File: src/rtl/flash_ctl_pkg.sv
// constants, command codes and register map of the parallel flash command controller
package flash_ctl_pkg;
	// ****************************************
	// bus widths
	// ****************************************
	localparam int ADDR_W = 20;
	localparam int DATA_W = 16;
	localparam int REG_AW = 4;
	localparam int SEQ_DEPTH = 4;

	// ****************************************
	// command codes
	// ****************************************
	localparam logic [7:0] CMD_READ_ARRAY = 8'hFF;
	localparam logic [7:0] CMD_ERASE_SETUP = 8'h20;
	localparam logic [7:0] CMD_CONFIRM = 8'hD0;
	localparam logic [7:0] CMD_PROG = 8'h40;
	localparam logic [7:0] CMD_PROG_ALT = 8'h10;
	localparam logic [7:0] CMD_DUAL_PROG = 8'hE0;
	localparam logic [7:0] CMD_SUSPEND = 8'hB0;
	localparam logic [7:0] CMD_ID_MODE = 8'h90;
	localparam logic [7:0] CMD_LOCK_SETUP = 8'h60;
	localparam logic [7:0] CMD_SOFT_LOCK = 8'h01;
	localparam logic [7:0] CMD_HARD_LOCK = 8'h2F;
	localparam logic [7:0] CMD_READ_STATUS = 8'h70;
	localparam logic [7:0] CMD_CLEAR_STATUS = 8'h50;
	localparam logic [7:0] CMD_OTP_SETUP = 8'hC0;
	localparam logic [7:0] CMD_QUERY = 8'h98;
	localparam logic [15:0] OTP_LOCK_DATA = 16'hFFFD;
	localparam logic [19:0] OTP_LOCK_ADDR = 20'h0_0080;
	localparam logic [19:0] OTP_USER_LO = 20'h0_0085;
	localparam logic [19:0] OTP_USER_HI = 20'h0_0088;

	// ****************************************
	// status bit positions
	// ****************************************
	localparam int SB_LOCK = 1;
	localparam int SB_RANGE = 3;
	localparam int SB_PROG = 4;
	localparam int SB_PAUSED = 6;
	localparam int SB_READY = 7;
	localparam int LOCK_FLAG_BIT = 1;

	// ****************************************
	// operation selectors written to the op register
	// ****************************************
	localparam logic [3:0] OP_READ = 4'h0;
	localparam logic [3:0] OP_WORD_PROG = 4'h1;
	localparam logic [3:0] OP_DUAL_PROG = 4'h2;
	localparam logic [3:0] OP_ERASE = 4'h3;
	localparam logic [3:0] OP_SUSPEND = 4'h4;
	localparam logic [3:0] OP_RESUME = 4'h5;
	localparam logic [3:0] OP_ID = 4'h6;
	localparam logic [3:0] OP_LOCK = 4'h7;
	localparam logic [3:0] OP_STATUS = 4'h8;
	localparam logic [3:0] OP_CLEAR = 4'h9;
	localparam logic [3:0] OP_OTP_PROG = 4'hA;
	localparam logic [3:0] OP_OTP_LOCK = 4'hB;
	localparam logic [3:0] OP_QUERY = 4'hC;
	localparam logic [3:0] OP_ARRAY_RD = 4'hD;
	localparam logic [3:0] OP_POLL = 4'hE;

	// ****************************************
	// register offsets and reset values
	// ****************************************
	localparam logic [3:0] REG_CTRL = 4'h0;
	localparam logic [3:0] REG_ADDR0 = 4'h1;
	localparam logic [3:0] REG_DATA0 = 4'h2;
	localparam logic [3:0] REG_ADDR1 = 4'h3;
	localparam logic [3:0] REG_DATA1 = 4'h4;
	localparam logic [3:0] REG_STATE = 4'h5;
	localparam logic [3:0] REG_RDATA = 4'h6;
	localparam logic [3:0] REG_FSTAT = 4'h7;
	localparam logic [31:0] RESET_WORD = 32'h0000_0000;

	// ****************************************
	// bus cycle timing, in ns and cycles
	// ****************************************
	localparam int CLK_NS = 8;
	localparam int T_SETUP_NS = 20;
	localparam int T_STROBE_NS = 70;
	localparam int T_RECOVER_NS = 20;
	localparam logic [3:0] SETUP_CYC = 4'((T_SETUP_NS + CLK_NS - 1) / CLK_NS);
	localparam logic [3:0] STROBE_CYC = 4'((T_STROBE_NS + CLK_NS - 1) / CLK_NS);
	localparam logic [3:0] RECOVER_CYC = 4'((T_RECOVER_NS + CLK_NS - 1) / CLK_NS);
endpackage

File: src/rtl/flash_cycle_if.sv
// interface between the sequencer and the bus cycle engine
`timescale 1ns/1ps
`default_nettype none
interface flash_cycle_if;
	import flash_ctl_pkg::*;
	logic start;
	logic isWrite;
	logic [ADDR_W-1:0] addr;
	logic [DATA_W-1:0] wdata;
	logic done;
	logic [DATA_W-1:0] rdata;
	modport master (output start, output isWrite, output addr, output wdata,
		input done, input rdata);
	modport engine (input start, input isWrite, input addr, input wdata,
		output done, output rdata);
endinterface
`default_nettype wire

File: src/rtl/flash_host_ctl.sv
// host controller that issues command sequences to a parallel NOR flash
`timescale 1ns/1ps
`default_nettype none
module flash_host_ctl
	import flash_ctl_pkg::*;
(
	// clock and reset
	input wire logic ref_clk,
	input wire logic sys_rst,
	// register port
	input wire logic [REG_AW-1:0] regAddr,
	input wire logic [31:0] regWdata,
	input wire logic regWrite,
	input wire logic regRead,
	output logic [31:0] regRdata,
	// flash pins
	output logic [ADDR_W-1:0] flashAddr,
	output logic chipEnable_n,
	output logic outEnable_n,
	output logic writeEnable_n,
	output logic [DATA_W-1:0] dataOut,
	output logic dataOe_n,
	input wire logic [DATA_W-1:0] dataIn
);
	// ****************************************
	// sequencer states
	// ****************************************
	typedef enum logic [2:0] {
		S_IDLE = 3'b000,
		S_LOAD = 3'b001,
		S_ISSUE = 3'b010,
		S_WAIT = 3'b011,
		S_POLL = 3'b100,
		S_POLL_WAIT = 3'b101
	} seq_state_e;

	seq_state_e state_r;
	logic [3:0] op_r;
	logic [ADDR_W-1:0] addr0_r, addr1_r;
	logic [DATA_W-1:0] data0_r, data1_r;
	logic [DATA_W-1:0] rdData_r;
	logic [7:0] fstat_r;
	logic errSeen_r, refused_r;
	logic [1:0] nCyc_r, idx_r;
	logic [1:0] loadIdx_r;
	logic [2:0] loadCnt_r;
	logic lastRead_r, pollAfter_r;
	logic [31:0] regRdata_r;

	flash_cycle_if cyc ();

	// ****************************************
	// command word composition
	// ****************************************
	// low byte carries the code; upper data and address lines are don't care
	function automatic logic [DATA_W-1:0] cmdWord(input logic [7:0] code);
		return {8'h00, code};
	endfunction

	// keep the otp target inside the user words, upper lines zero
	function automatic logic otpAddrOk(input logic [ADDR_W-1:0] a);
		return (a >= OTP_USER_LO) && (a <= OTP_USER_HI);
	endfunction

	logic ctrlWrite, startReq, errBlock, otpBad;
	logic [1:0] opCycles;
	assign ctrlWrite = regWrite && (regAddr == REG_CTRL);
	assign startReq = ctrlWrite && regWdata[8] && (state_r == S_IDLE);
	// once an error is seen only clear status or read ops go out
	assign errBlock = errSeen_r && (regWdata[3:0] != OP_CLEAR)
		&& (regWdata[3:0] != OP_STATUS) && (regWdata[3:0] != OP_READ)
		&& (regWdata[3:0] != OP_ARRAY_RD) && (regWdata[3:0] != OP_POLL);
	assign otpBad = (regWdata[3:0] == OP_OTP_PROG) && !otpAddrOk(addr0_r);

	// number of queued cycles per op, minus one
	always_comb begin
		case (regWdata[3:0])
			OP_WORD_PROG, OP_ERASE, OP_LOCK, OP_STATUS,
			OP_OTP_PROG, OP_OTP_LOCK: opCycles = 2'd1;
			OP_DUAL_PROG: opCycles = 2'd2;
			default: opCycles = 2'd0;
		endcase
	end

	// ****************************************
	// sequence entries per op and slot
	// ****************************************
	logic memWe;
	logic [ADDR_W+DATA_W:0] memWord, memRd;
	logic [3:0] curOp;
	assign curOp = op_r;
	assign memWe = (state_r == S_LOAD);

	always_comb begin
		memWord = {1'b1, {ADDR_W{1'b0}}, cmdWord(CMD_READ_ARRAY)};
		case (curOp)
			// single cycle back to array read
			OP_READ: memWord = {1'b1, {ADDR_W{1'b0}}, cmdWord(CMD_READ_ARRAY)};
			// word program setup then address and data
			OP_WORD_PROG: memWord = (loadIdx_r == 2'd0) ?
				{1'b1, {ADDR_W{1'b0}}, cmdWord(data1_r[0] ? CMD_PROG_ALT : CMD_PROG)} :
				{1'b1, addr0_r, data0_r};
			// dual word, second address differs only in A0
			OP_DUAL_PROG: memWord = (loadIdx_r == 2'd0) ?
				{1'b1, {ADDR_W{1'b0}}, cmdWord(CMD_DUAL_PROG)} :
				(loadIdx_r == 2'd1) ? {1'b1, addr0_r, data0_r} :
				{1'b1, addr0_r[ADDR_W-1:1], ~addr0_r[0], data1_r};
			// erase setup, confirm at any word of the sector
			OP_ERASE: memWord = (loadIdx_r == 2'd0) ?
				{1'b1, {ADDR_W{1'b0}}, cmdWord(CMD_ERASE_SETUP)} :
				{1'b1, addr0_r, cmdWord(CMD_CONFIRM)};
			// suspend and resume are single codes
			OP_SUSPEND: memWord = {1'b1, {ADDR_W{1'b0}}, cmdWord(CMD_SUSPEND)};
			OP_RESUME: memWord = {1'b1, {ADDR_W{1'b0}}, cmdWord(CMD_CONFIRM)};
			OP_ID: memWord = {1'b1, {ADDR_W{1'b0}}, cmdWord(CMD_ID_MODE)};
			// lock setup then action code at the sector
			OP_LOCK: memWord = (loadIdx_r == 2'd0) ?
				{1'b1, {ADDR_W{1'b0}}, cmdWord(CMD_LOCK_SETUP)} :
				{1'b1, addr0_r, cmdWord(data0_r[7:0])};
			// status command then a read anywhere
			OP_STATUS: memWord = (loadIdx_r == 2'd0) ?
				{1'b1, {ADDR_W{1'b0}}, cmdWord(CMD_READ_STATUS)} :
				{1'b0, {ADDR_W{1'b0}}, {DATA_W{1'b0}}};
			// only this code clears the sticky errors
			OP_CLEAR: memWord = {1'b1, {ADDR_W{1'b0}}, cmdWord(CMD_CLEAR_STATUS)};
			// otp setup then data at target word
			OP_OTP_PROG: memWord = (loadIdx_r == 2'd0) ?
				{1'b1, {ADDR_W{1'b0}}, cmdWord(CMD_OTP_SETUP)} :
				{1'b1, addr0_r, data0_r};
			// lock user otp block for good
			OP_OTP_LOCK: memWord = (loadIdx_r == 2'd0) ?
				{1'b1, {ADDR_W{1'b0}}, cmdWord(CMD_OTP_SETUP)} :
				{1'b1, OTP_LOCK_ADDR, OTP_LOCK_DATA};
			OP_QUERY: memWord = {1'b1, {ADDR_W{1'b0}}, cmdWord(CMD_QUERY)};
			// plain read at addr0, used for array, id, lock flag and query data
			OP_ARRAY_RD: memWord = {1'b0, addr0_r, {DATA_W{1'b0}}};
			OP_POLL: memWord = {1'b0, {ADDR_W{1'b0}}, {DATA_W{1'b0}}};
			default: memWord = {1'b1, {ADDR_W{1'b0}}, cmdWord(CMD_READ_ARRAY)};
		endcase
	end

	flash_seq_mem u_mem (
		.ref_clk(ref_clk),
		.wrEn(memWe),
		.wrIdx(loadIdx_r),
		.wrWord(memWord),
		.rdIdx(idx_r),
		.rdWord(memRd)
	);

	flash_bus_cycle u_cyc (
		.ref_clk(ref_clk),
		.sys_rst(sys_rst),
		.cyc(cyc),
		.flashAddr(flashAddr),
		.chipEnable_n(chipEnable_n),
		.outEnable_n(outEnable_n),
		.writeEnable_n(writeEnable_n),
		.dataOut(dataOut),
		.dataOe_n(dataOe_n),
		.dataIn(dataIn)
	);

	// ****************************************
	// cycle request to the engine
	// ****************************************
	assign cyc.start = (state_r == S_ISSUE) || (state_r == S_POLL);
	assign cyc.isWrite = (state_r == S_ISSUE) && memRd[ADDR_W+DATA_W];
	assign cyc.addr = (state_r == S_POLL) ? {ADDR_W{1'b0}} : memRd[ADDR_W+DATA_W-1:DATA_W];
	assign cyc.wdata = memRd[DATA_W-1:0];

	// command writes sample a floating bus, so only a read may update status
	logic cycIsRead;
	assign cycIsRead = !memRd[ADDR_W+DATA_W];

	logic programOp;
	assign programOp = (op_r == OP_WORD_PROG) || (op_r == OP_DUAL_PROG)
		|| (op_r == OP_ERASE) || (op_r == OP_OTP_PROG) || (op_r == OP_OTP_LOCK);

	// ****************************************
	// sequencer
	// ****************************************
	always_ff @(posedge ref_clk) begin
		if (sys_rst) begin
			state_r <= S_IDLE;
			op_r <= OP_READ;
			nCyc_r <= 2'd0;
			idx_r <= 2'd0;
			loadIdx_r <= 2'd0;
			loadCnt_r <= 3'd0;
			lastRead_r <= 1'b0;
			pollAfter_r <= 1'b0;
			refused_r <= 1'b0;
			errSeen_r <= 1'b0;
			rdData_r <= '0;
			fstat_r <= 8'h00;
		end else begin
			case (state_r)
				S_IDLE: begin
					if (startReq) begin
						refused_r <= errBlock || otpBad;
						if (!errBlock && !otpBad) begin
							op_r <= regWdata[3:0];
							nCyc_r <= opCycles;
							pollAfter_r <= regWdata[9];
							loadIdx_r <= 2'd0;
							loadCnt_r <= {1'b0, opCycles} + 3'd1;
							state_r <= S_LOAD;
						end
					end
				end
				S_LOAD: begin
					loadIdx_r <= loadIdx_r + 2'd1;
					loadCnt_r <= loadCnt_r - 3'd1;
					if (loadCnt_r == 3'd1) begin
						idx_r <= 2'd0;
						state_r <= S_WAIT;
						lastRead_r <= 1'b1;
					end
				end
				S_ISSUE: begin
					// engine takes the request on this edge
					state_r <= S_WAIT;
				end
				S_WAIT: begin
					// one cycle for the registered memory read
					if (lastRead_r) begin
						lastRead_r <= 1'b0;
						state_r <= S_ISSUE;
					end else if (cyc.done) begin
						rdData_r <= cyc.rdata;
						if ((op_r == OP_STATUS || op_r == OP_POLL) && cycIsRead) begin
							fstat_r <= cyc.rdata[7:0];
							// any error bit marks the host as needing a clear
							if (cyc.rdata[SB_RANGE] || cyc.rdata[SB_PROG]
								|| cyc.rdata[SB_LOCK]) begin
								errSeen_r <= 1'b1;
							end
						end
						if (op_r == OP_CLEAR) begin
							errSeen_r <= 1'b0;
						end
						if (idx_r == nCyc_r) begin
							// polling is optional, and only after a program, erase or otp op
							state_r <= (pollAfter_r && programOp) ? S_POLL : S_IDLE;
						end else begin
							idx_r <= idx_r + 2'd1;
							lastRead_r <= 1'b1;
						end
					end
				end
				S_POLL: begin
					state_r <= S_POLL_WAIT;
				end
				S_POLL_WAIT: begin
					if (cyc.done) begin
						fstat_r <= cyc.rdata[7:0];
						// a fresh read each time until the ready bit is 1
						if (cyc.rdata[SB_READY]) begin
							if (cyc.rdata[SB_RANGE] || cyc.rdata[SB_PROG]
								|| cyc.rdata[SB_LOCK]) begin
								errSeen_r <= 1'b1;
							end
							state_r <= S_IDLE;
						end else begin
							state_r <= S_POLL;
						end
					end
				end
				default: state_r <= S_IDLE;
			endcase
		end
	end

	// ****************************************
	// register file
	// ****************************************
	always_ff @(posedge ref_clk) begin
		if (sys_rst) begin
			addr0_r <= '0;
			data0_r <= '0;
			addr1_r <= '0;
			data1_r <= '0;
		end else if (regWrite) begin
			if (regAddr == REG_ADDR0) begin
				addr0_r <= regWdata[ADDR_W-1:0];
			end else if (regAddr == REG_DATA0) begin
				data0_r <= regWdata[DATA_W-1:0];
			end else if (regAddr == REG_ADDR1) begin
				addr1_r <= regWdata[ADDR_W-1:0];
			end else if (regAddr == REG_DATA1) begin
				data1_r <= regWdata[DATA_W-1:0];
			end
		end
	end

	logic [31:0] rdMux;
	logic busy;
	assign busy = (state_r != S_IDLE);
	// read decode; unmapped offsets return zero
	assign rdMux = (regAddr == REG_CTRL) ? {28'h000_0000, op_r} :
		(regAddr == REG_ADDR0) ? {12'h000, addr0_r} :
		(regAddr == REG_DATA0) ? {16'h0000, data0_r} :
		(regAddr == REG_ADDR1) ? {12'h000, addr1_r} :
		(regAddr == REG_DATA1) ? {16'h0000, data1_r} :
		(regAddr == REG_STATE) ? {29'h000_0000, refused_r, errSeen_r, busy} :
		(regAddr == REG_RDATA) ? {16'h0000, rdData_r} :
		(regAddr == REG_FSTAT) ? {24'h00_0000, fstat_r} : RESET_WORD;

	always_ff @(posedge ref_clk) begin
		if (sys_rst) begin
			regRdata_r <= RESET_WORD;
		end else begin
			regRdata_r <= regRead ? rdMux : RESET_WORD;
		end
	end
	assign regRdata = regRdata_r;
endmodule
`default_nettype wire

File: src/rtl/flash_seq_mem.sv
// small memory holding the queued bus cycles of one command sequence
`timescale 1ns/1ps
`default_nettype none
module flash_seq_mem
	import flash_ctl_pkg::*;
(
	// clock
	input wire logic ref_clk,
	// write port
	input wire logic wrEn,
	input wire logic [1:0] wrIdx,
	input wire logic [ADDR_W+DATA_W:0] wrWord,
	// read port
	input wire logic [1:0] rdIdx,
	output logic [ADDR_W+DATA_W:0] rdWord
);
	logic [ADDR_W+DATA_W:0] mem [SEQ_DEPTH];

	// registered read keeps the pin path free of the array decode
	always_ff @(posedge ref_clk) begin
		if (wrEn) begin
			mem[wrIdx] <= wrWord;
		end
		rdWord <= mem[rdIdx];
	end
endmodule
`default_nettype wire

File: src/rtl/flash_bus_cycle.sv
// bus cycle engine: drives one write or read strobe on the flash pins
`timescale 1ns/1ps
`default_nettype none
module flash_bus_cycle
	import flash_ctl_pkg::*;
(
	// clock and reset
	input wire logic ref_clk,
	input wire logic sys_rst,
	// sequencer side
	flash_cycle_if.engine cyc,
	// flash pins
	output logic [ADDR_W-1:0] flashAddr,
	output logic chipEnable_n,
	output logic outEnable_n,
	output logic writeEnable_n,
	output logic [DATA_W-1:0] dataOut,
	output logic dataOe_n,
	input wire logic [DATA_W-1:0] dataIn
);
	typedef enum logic [1:0] {
		C_IDLE = 2'b00,
		C_SETUP = 2'b01,
		C_STROBE = 2'b10,
		C_RECOVER = 2'b11
	} cyc_state_e;
	cyc_state_e state_r;
	logic [3:0] cnt_r;
	logic wr_r;
	logic [DATA_W-1:0] sync1_r, sync2_r;
	logic cntZero;
	assign cntZero = (cnt_r == 4'h0);

	// pin data passes two flops before capture
	always_ff @(posedge ref_clk) begin
		sync1_r <= dataIn;
		sync2_r <= sync1_r;
	end

	// every cycle asserts chip enable anew, so status refreshes on each read
	always_ff @(posedge ref_clk) begin
		if (sys_rst) begin
			state_r <= C_IDLE;
			cnt_r <= 4'h0;
			wr_r <= 1'b0;
			flashAddr <= '0;
			dataOut <= '0;
			chipEnable_n <= 1'b1;
			outEnable_n <= 1'b1;
			writeEnable_n <= 1'b1;
			dataOe_n <= 1'b1;
			cyc.rdata <= '0;
			cyc.done <= 1'b0;
		end else begin
			cyc.done <= 1'b0;
			case (state_r)
				C_IDLE: begin
					if (cyc.start) begin
						flashAddr <= cyc.addr;
						dataOut <= cyc.wdata;
						wr_r <= cyc.isWrite;
						dataOe_n <= ~cyc.isWrite;
						chipEnable_n <= 1'b0;
						cnt_r <= SETUP_CYC;
						state_r <= C_SETUP;
					end
				end
				C_SETUP: begin
					cnt_r <= cnt_r - 4'h1;
					if (cntZero) begin
						writeEnable_n <= ~wr_r;
						outEnable_n <= wr_r;
						cnt_r <= STROBE_CYC;
						state_r <= C_STROBE;
					end
				end
				C_STROBE: begin
					cnt_r <= cnt_r - 4'h1;
					if (cntZero) begin
						// two extra sync cycles are inside the strobe budget margin
						cyc.rdata <= sync2_r;
						writeEnable_n <= 1'b1;
						outEnable_n <= 1'b1;
						cnt_r <= RECOVER_CYC;
						state_r <= C_RECOVER;
					end
				end
				C_RECOVER: begin
					cnt_r <= cnt_r - 4'h1;
					if (cntZero) begin
						chipEnable_n <= 1'b1;
						dataOe_n <= 1'b1;
						cyc.done <= 1'b1;
						state_r <= C_IDLE;
					end
				end
				default: state_r <= C_IDLE;
			endcase
		end
	end
endmodule
`default_nettype wire

File: config.mk
export PLATFORM = sky130hd
export DESIGN_NAME = flash_host_ctl
export DESIGN_NICKNAME = d
export VERILOG_FILES = /design/src/rtl/flash_ctl_pkg.sv /design/src/rtl/flash_cycle_if.sv /design/src/rtl/flash_host_ctl.sv /design/src/rtl/flash_seq_mem.sv /design/src/rtl/flash_bus_cycle.sv
export SDC_FILE = /design/constraint.sdc
export NUM_CORES = 1
export LEC_CHECK = 0
export BUFFER_PORTS_ARGS = -buffer_cell sky130_fd_sc_hd__buf_2
export CAP_MARGIN = 20
export CORE_UTILIZATION = 40
export CTS_BUF_LIST = sky130_fd_sc_hd__clkbuf_8
export CTS_CLUSTER_DIAMETER = 150
export DETAILED_ROUTE_END_ITERATION = 6
export PLACE_DENSITY_LB_ADDON = 0.08
export RECOVER_POWER = 50
export SLEW_MARGIN = 10
export SYNTH_ARGS = -nofsm -noshare
export SYNTH_HDL_FRONTEND = slang
export SYNTH_SLANG_ARGS = --single-unit
File: constraint.sdc
create_clock -name ref_clk -period 4.15 [get_ports ref_clk]
set_input_delay 0.83 -clock ref_clk [delete_from_list [all_inputs] [get_ports ref_clk]]
set_output_delay 0.83 -clock ref_clk [all_outputs]
set_load 0.02 [all_outputs]
==> results.txt <==
The worst register-to-register path ends at u_mem.rdWord[28]. Summing the areas of all fa, ha and maj instances in the mapped netlist gives 1.17% of the synthesized area. The clock latency on the worst-skew pair was 0.61 ns; the data required time at the worst endpoint was 4.63 ns.

The tools report the number of failing hold endpoints at the final stage as 0. For the area enclosed by the die boundary, the log shows 41000 µm². Detailed placement ended at an HPWL of 26400 µm. The worst-case IR drop observed on VDD is 0.000343 V. The routed design has 40200 µm of wire. The number of different library cells used by synthesis comes to 82. The post-synthesis mux area share came out at 5.89%. In this run, the number of DRC markers left after iteration 0 of detailed routing was 566. After layout, the minimum clock period comes to 3.08 ns.

In this run the register-to-register setup slack is 1.20 ns. In this run the worst hold path is classified as reg2reg. After Yosys synthesis, XOR and XNOR cells account for 0.272% of the synthesized area. Filler cell count in the final layout: 3828. After detailed routing, the number of vias per cell comes to 5.23. The clock drives 417 sinks. Of all nets on the critical path, the largest fanout is 16. The total CTS buffers was 73. The run gives 11300 as the via count. No sink is reached through more buffers than the 3 on the longest clock path. The library cell used as clock root buffer is clkbuf_8. The detail route stage leaves a number of antenna-violating nets equal to 0. Averaged over all synthesized cells, the footprint is 10.9 µm².

In the layout the commonest cells are nand2_1 (313), dfxtp_1 (269), a21oi_1 (184). In the final layout, the share of cells above drive strength 1 is 13.6%. By area, the combinational part of the netlist is dominated by simple AND/OR/NAND/NOR gates. The logs give 9.73 mW for the total power draw and 0 for the post-CTS setup buffer count. The final sum of negative setup slack is 0 ns, and the transition at the pin with the smallest max-transition slack is 1.95 ns. After clock tree synthesis, the repair step resized 0 gates.

The global-route congestion overflow total was 0; the post-synthesis sequential area ratio was 61.1%. Origin of the worst min-delay path: u_cyc.sync1_r[5]. The tools report the worst setup path startpoint as regAddr[1].

The final period utilization is 74.2%. STA classifies the critical path endpoint as a flop. Counting both buffers and inverters, the worst setup path holds a total of 2. In the synthesized netlist, the number of instances is 1481.

Counting flops with an async set or reset pin after synthesis yields a share of 0%. The synthesized design contains 148 enable-type register cells. The first global-routing pass estimated 62800 µm of wire.

The number of max-capacitance violations reported was 1. The checks that failed: DRC, capacitance limit, slew limit. After clock tree synthesis, the flow added hold-fix buffers numbering 0. Initial antenna violation count: 6. Traced cell by cell, the critical path runs through buf_2 > and2_0 > nor3b_1 > clkbuf_1 > a22oi_1 > a31oi_1. The flow ran to the end, but the final reports show violations.

In the post-route analysis, the smallest setup slack over all paths is 1.07 ns. The worst pin sits at a relative slew slack of -29.8%. The floorplan has 73 rows.

The run gives 7 as the length of the first detailed-routing pass in iterations. The logs give 38 for the number of max-slew violations in the final report and 2028 for the number of placed instances, taps included. TritonCTS built the clock tree.

The number of setup violations in the final report is 0, and the post-synthesis simple-gate area fraction is 14.0%. For the maximum frequency from static timing analysis, the log shows 325 MHz. Routability-driven placement finished with a final weighted congestion of 0.845. The critical path in this run is classified as in2reg. For this design the top-level I/O count stands at 128.

For this run, the leading register cell type out of synthesis is dfxtp_1. Sorting the synthesized cells by area gives the leading types as dfxtp_1 (33%), edfxtp_1 (28%), nand2_1 (7.3%), a21oi_1 (5.7%), mux4_2 (5.3%). Summed over all cells, the static leakage comes to 6.09 nW. For the overall routing resource usage, the log shows 19.8%. The tightest hold path in the finished design has a slack of 0.313 ns. Summing the areas of all compound-gate instances in the mapped netlist gives 13.7% of the synthesized area. Setup repair after global routing left no endpoint under its margin. The data arrival time at the worst-slack endpoint was 3.56 ns. Cell type with the largest total area after synthesis: dfxtp_1.

The fraction of post-synthesis cell area in the top cell type by area came out at 33.5%. The startpoint class of the critical path is an input port. The die is 203 µm wide. The Yosys warning count is 0. In this run the critical register-to-register path is launched from idx_r[0]. Relative to the synthesized area, the layout overhead comes to 14.0%.

The run gives 1649 as the final net count. The hold path depth is 0. Entering global routing, the biggest net connects 86 pins.

The family with the most delay on the worst path was simple AND/OR/NAND/NOR gates. The tools report the core area as 39700 µm². The slowest stage of the critical path is the clkbuf_1 cell. The delay of the slowest cell on the worst path was 0.78 ns; the port buffer count was 103.

Most common cell after layout, fill and taps aside: nand2_1. The mapped netlist covers 16100 µm². The ratio of total power to cell area is 530 nW/µm². For this run, the number of standard cells in the final layout without fillers is 2165. The H-tree was split into 3 levels. The height of the die came out at 203 µm.

In the routed design, unresolved DRC markers number 4. The number of global-route vias before repair is 11000. At the placement stage, the worst setup path has a slack of 1.05 ns. After clock tree synthesis, the clock-pin slew on the worst setup and hold paths is 0.06 ns. The tools report the end point of the most critical hold path as u_cyc.sync2_r[5]. The synthesized design contains 417 register bits. Measured in cells, the most critical reg-to-reg path has a length of 2. The effective utilization at floorplan is 40.5%, and the wire length per cell is 18.5 µm. Between clock sinks in the finished design, the worst skew comes to 0.0223 ns.
## worst max-delay path by stage
stage / end / slack (ns) / cells past startpoint
after floorplan: u_mem.mem[0][0] / 1.18 / 5
after global placement: addr1_r[12] / 1.13 / 6
after detailed placement: addr1_r[16] / 1.05 / 6
after CTS: u_mem.mem[1][8] / 1.40 / 6
after global routing: regRdata[7] / 0.84 / 6
final: regRdata[5] / 1.07 / 6
## cell families after synthesis
group / Yosys count
other cells: 1
fa+ha+maj: 15
buf+inv: 139
simple gates: 497
mux: 47
flops: 417
compound gates: 360
xor+xnor: 5
## flip-flops by register name, indices dropped and copies added, names as in the netlist, 20 cells and up
name	count
addr1_r	20
u_mem.rdWord	37
addr0_r	20
u_cyc.flashAddr	20
u_mem.mem	148
regRdata	20
## stage by stage
| stage | instance area, µm² | utilization [%] |
|---|---|---|
| 6_report | 18300 | 46.2 |
| 5_1_grt | 18300 | 46.2 |
| 4_1_cts | 18500 | 46.5 |
| 3_5_place_dp | 17000 | 42.8 |
| 3_3_place_gp | 17000 | 42.8 |
| 2_1_floorplan | 16100 | - |
## area by class of cell
type	count	area [µm²]	area share (%)
Multi-Input combinational cell	936	5680	31.0
Clock buffer	96	1320	7.20
Clock inverter	37	154	0.839
Inverter	23	86.3	0.471
Timing Repair Buffer	127	603	3.29
Antenna cell	4	10.0	0.0546
Tap cell	525	657	3.58
Sequential cell	417	9830	53.6
## cell usage after synthesis (all sizes together), types with 4 or more instances
| cell | n |
|---|---|
| nand2 | 313 |
| dfxtp | 269 |
| a21oi | 184 |
| edfxtp | 148 |
| clkbuf | 72 |
| nor2 | 50 |
| buf | 44 |
| o21ai | 42 |
| mux4 | 38 |
| a22oi | 36 |
| nand3 | 35 |
| and2 | 28 |
| inv | 23 |
| a31oi | 19 |
| ha | 15 |
| a221oi | 13 |
| nand2b | 13 |
| nor3 | 9 |
| nor4 | 9 |
| nor2b | 8 |
| o211ai | 8 |
| mux2i | 7 |
| a211oi | 6 |
| a32oi | 5 |
| nor3b | 5 |
| xor2 | 5 |
| o22ai | 4 |
## metal layers
metal | wire length [µm] | vias up | global-route usage [%]
met5 | 32 | - | 0
met4 | 1120 | 6 | 8.00
met3 | 1930 | 67 | 4.06
met2 | 18200 | 254 | 30.8
met1 | 18900 | 5506 | 27.0
li1 | - | 5481 | -
## power by group
part           internal [mW]  total (mW)  switching (mW)
registers               4.55        4.70           0.157
logic                  0.447        1.35           0.907
clock network           2.06        3.67            1.61
total                   7.05        9.73            2.68
Power figures use the tool's default switching activity.
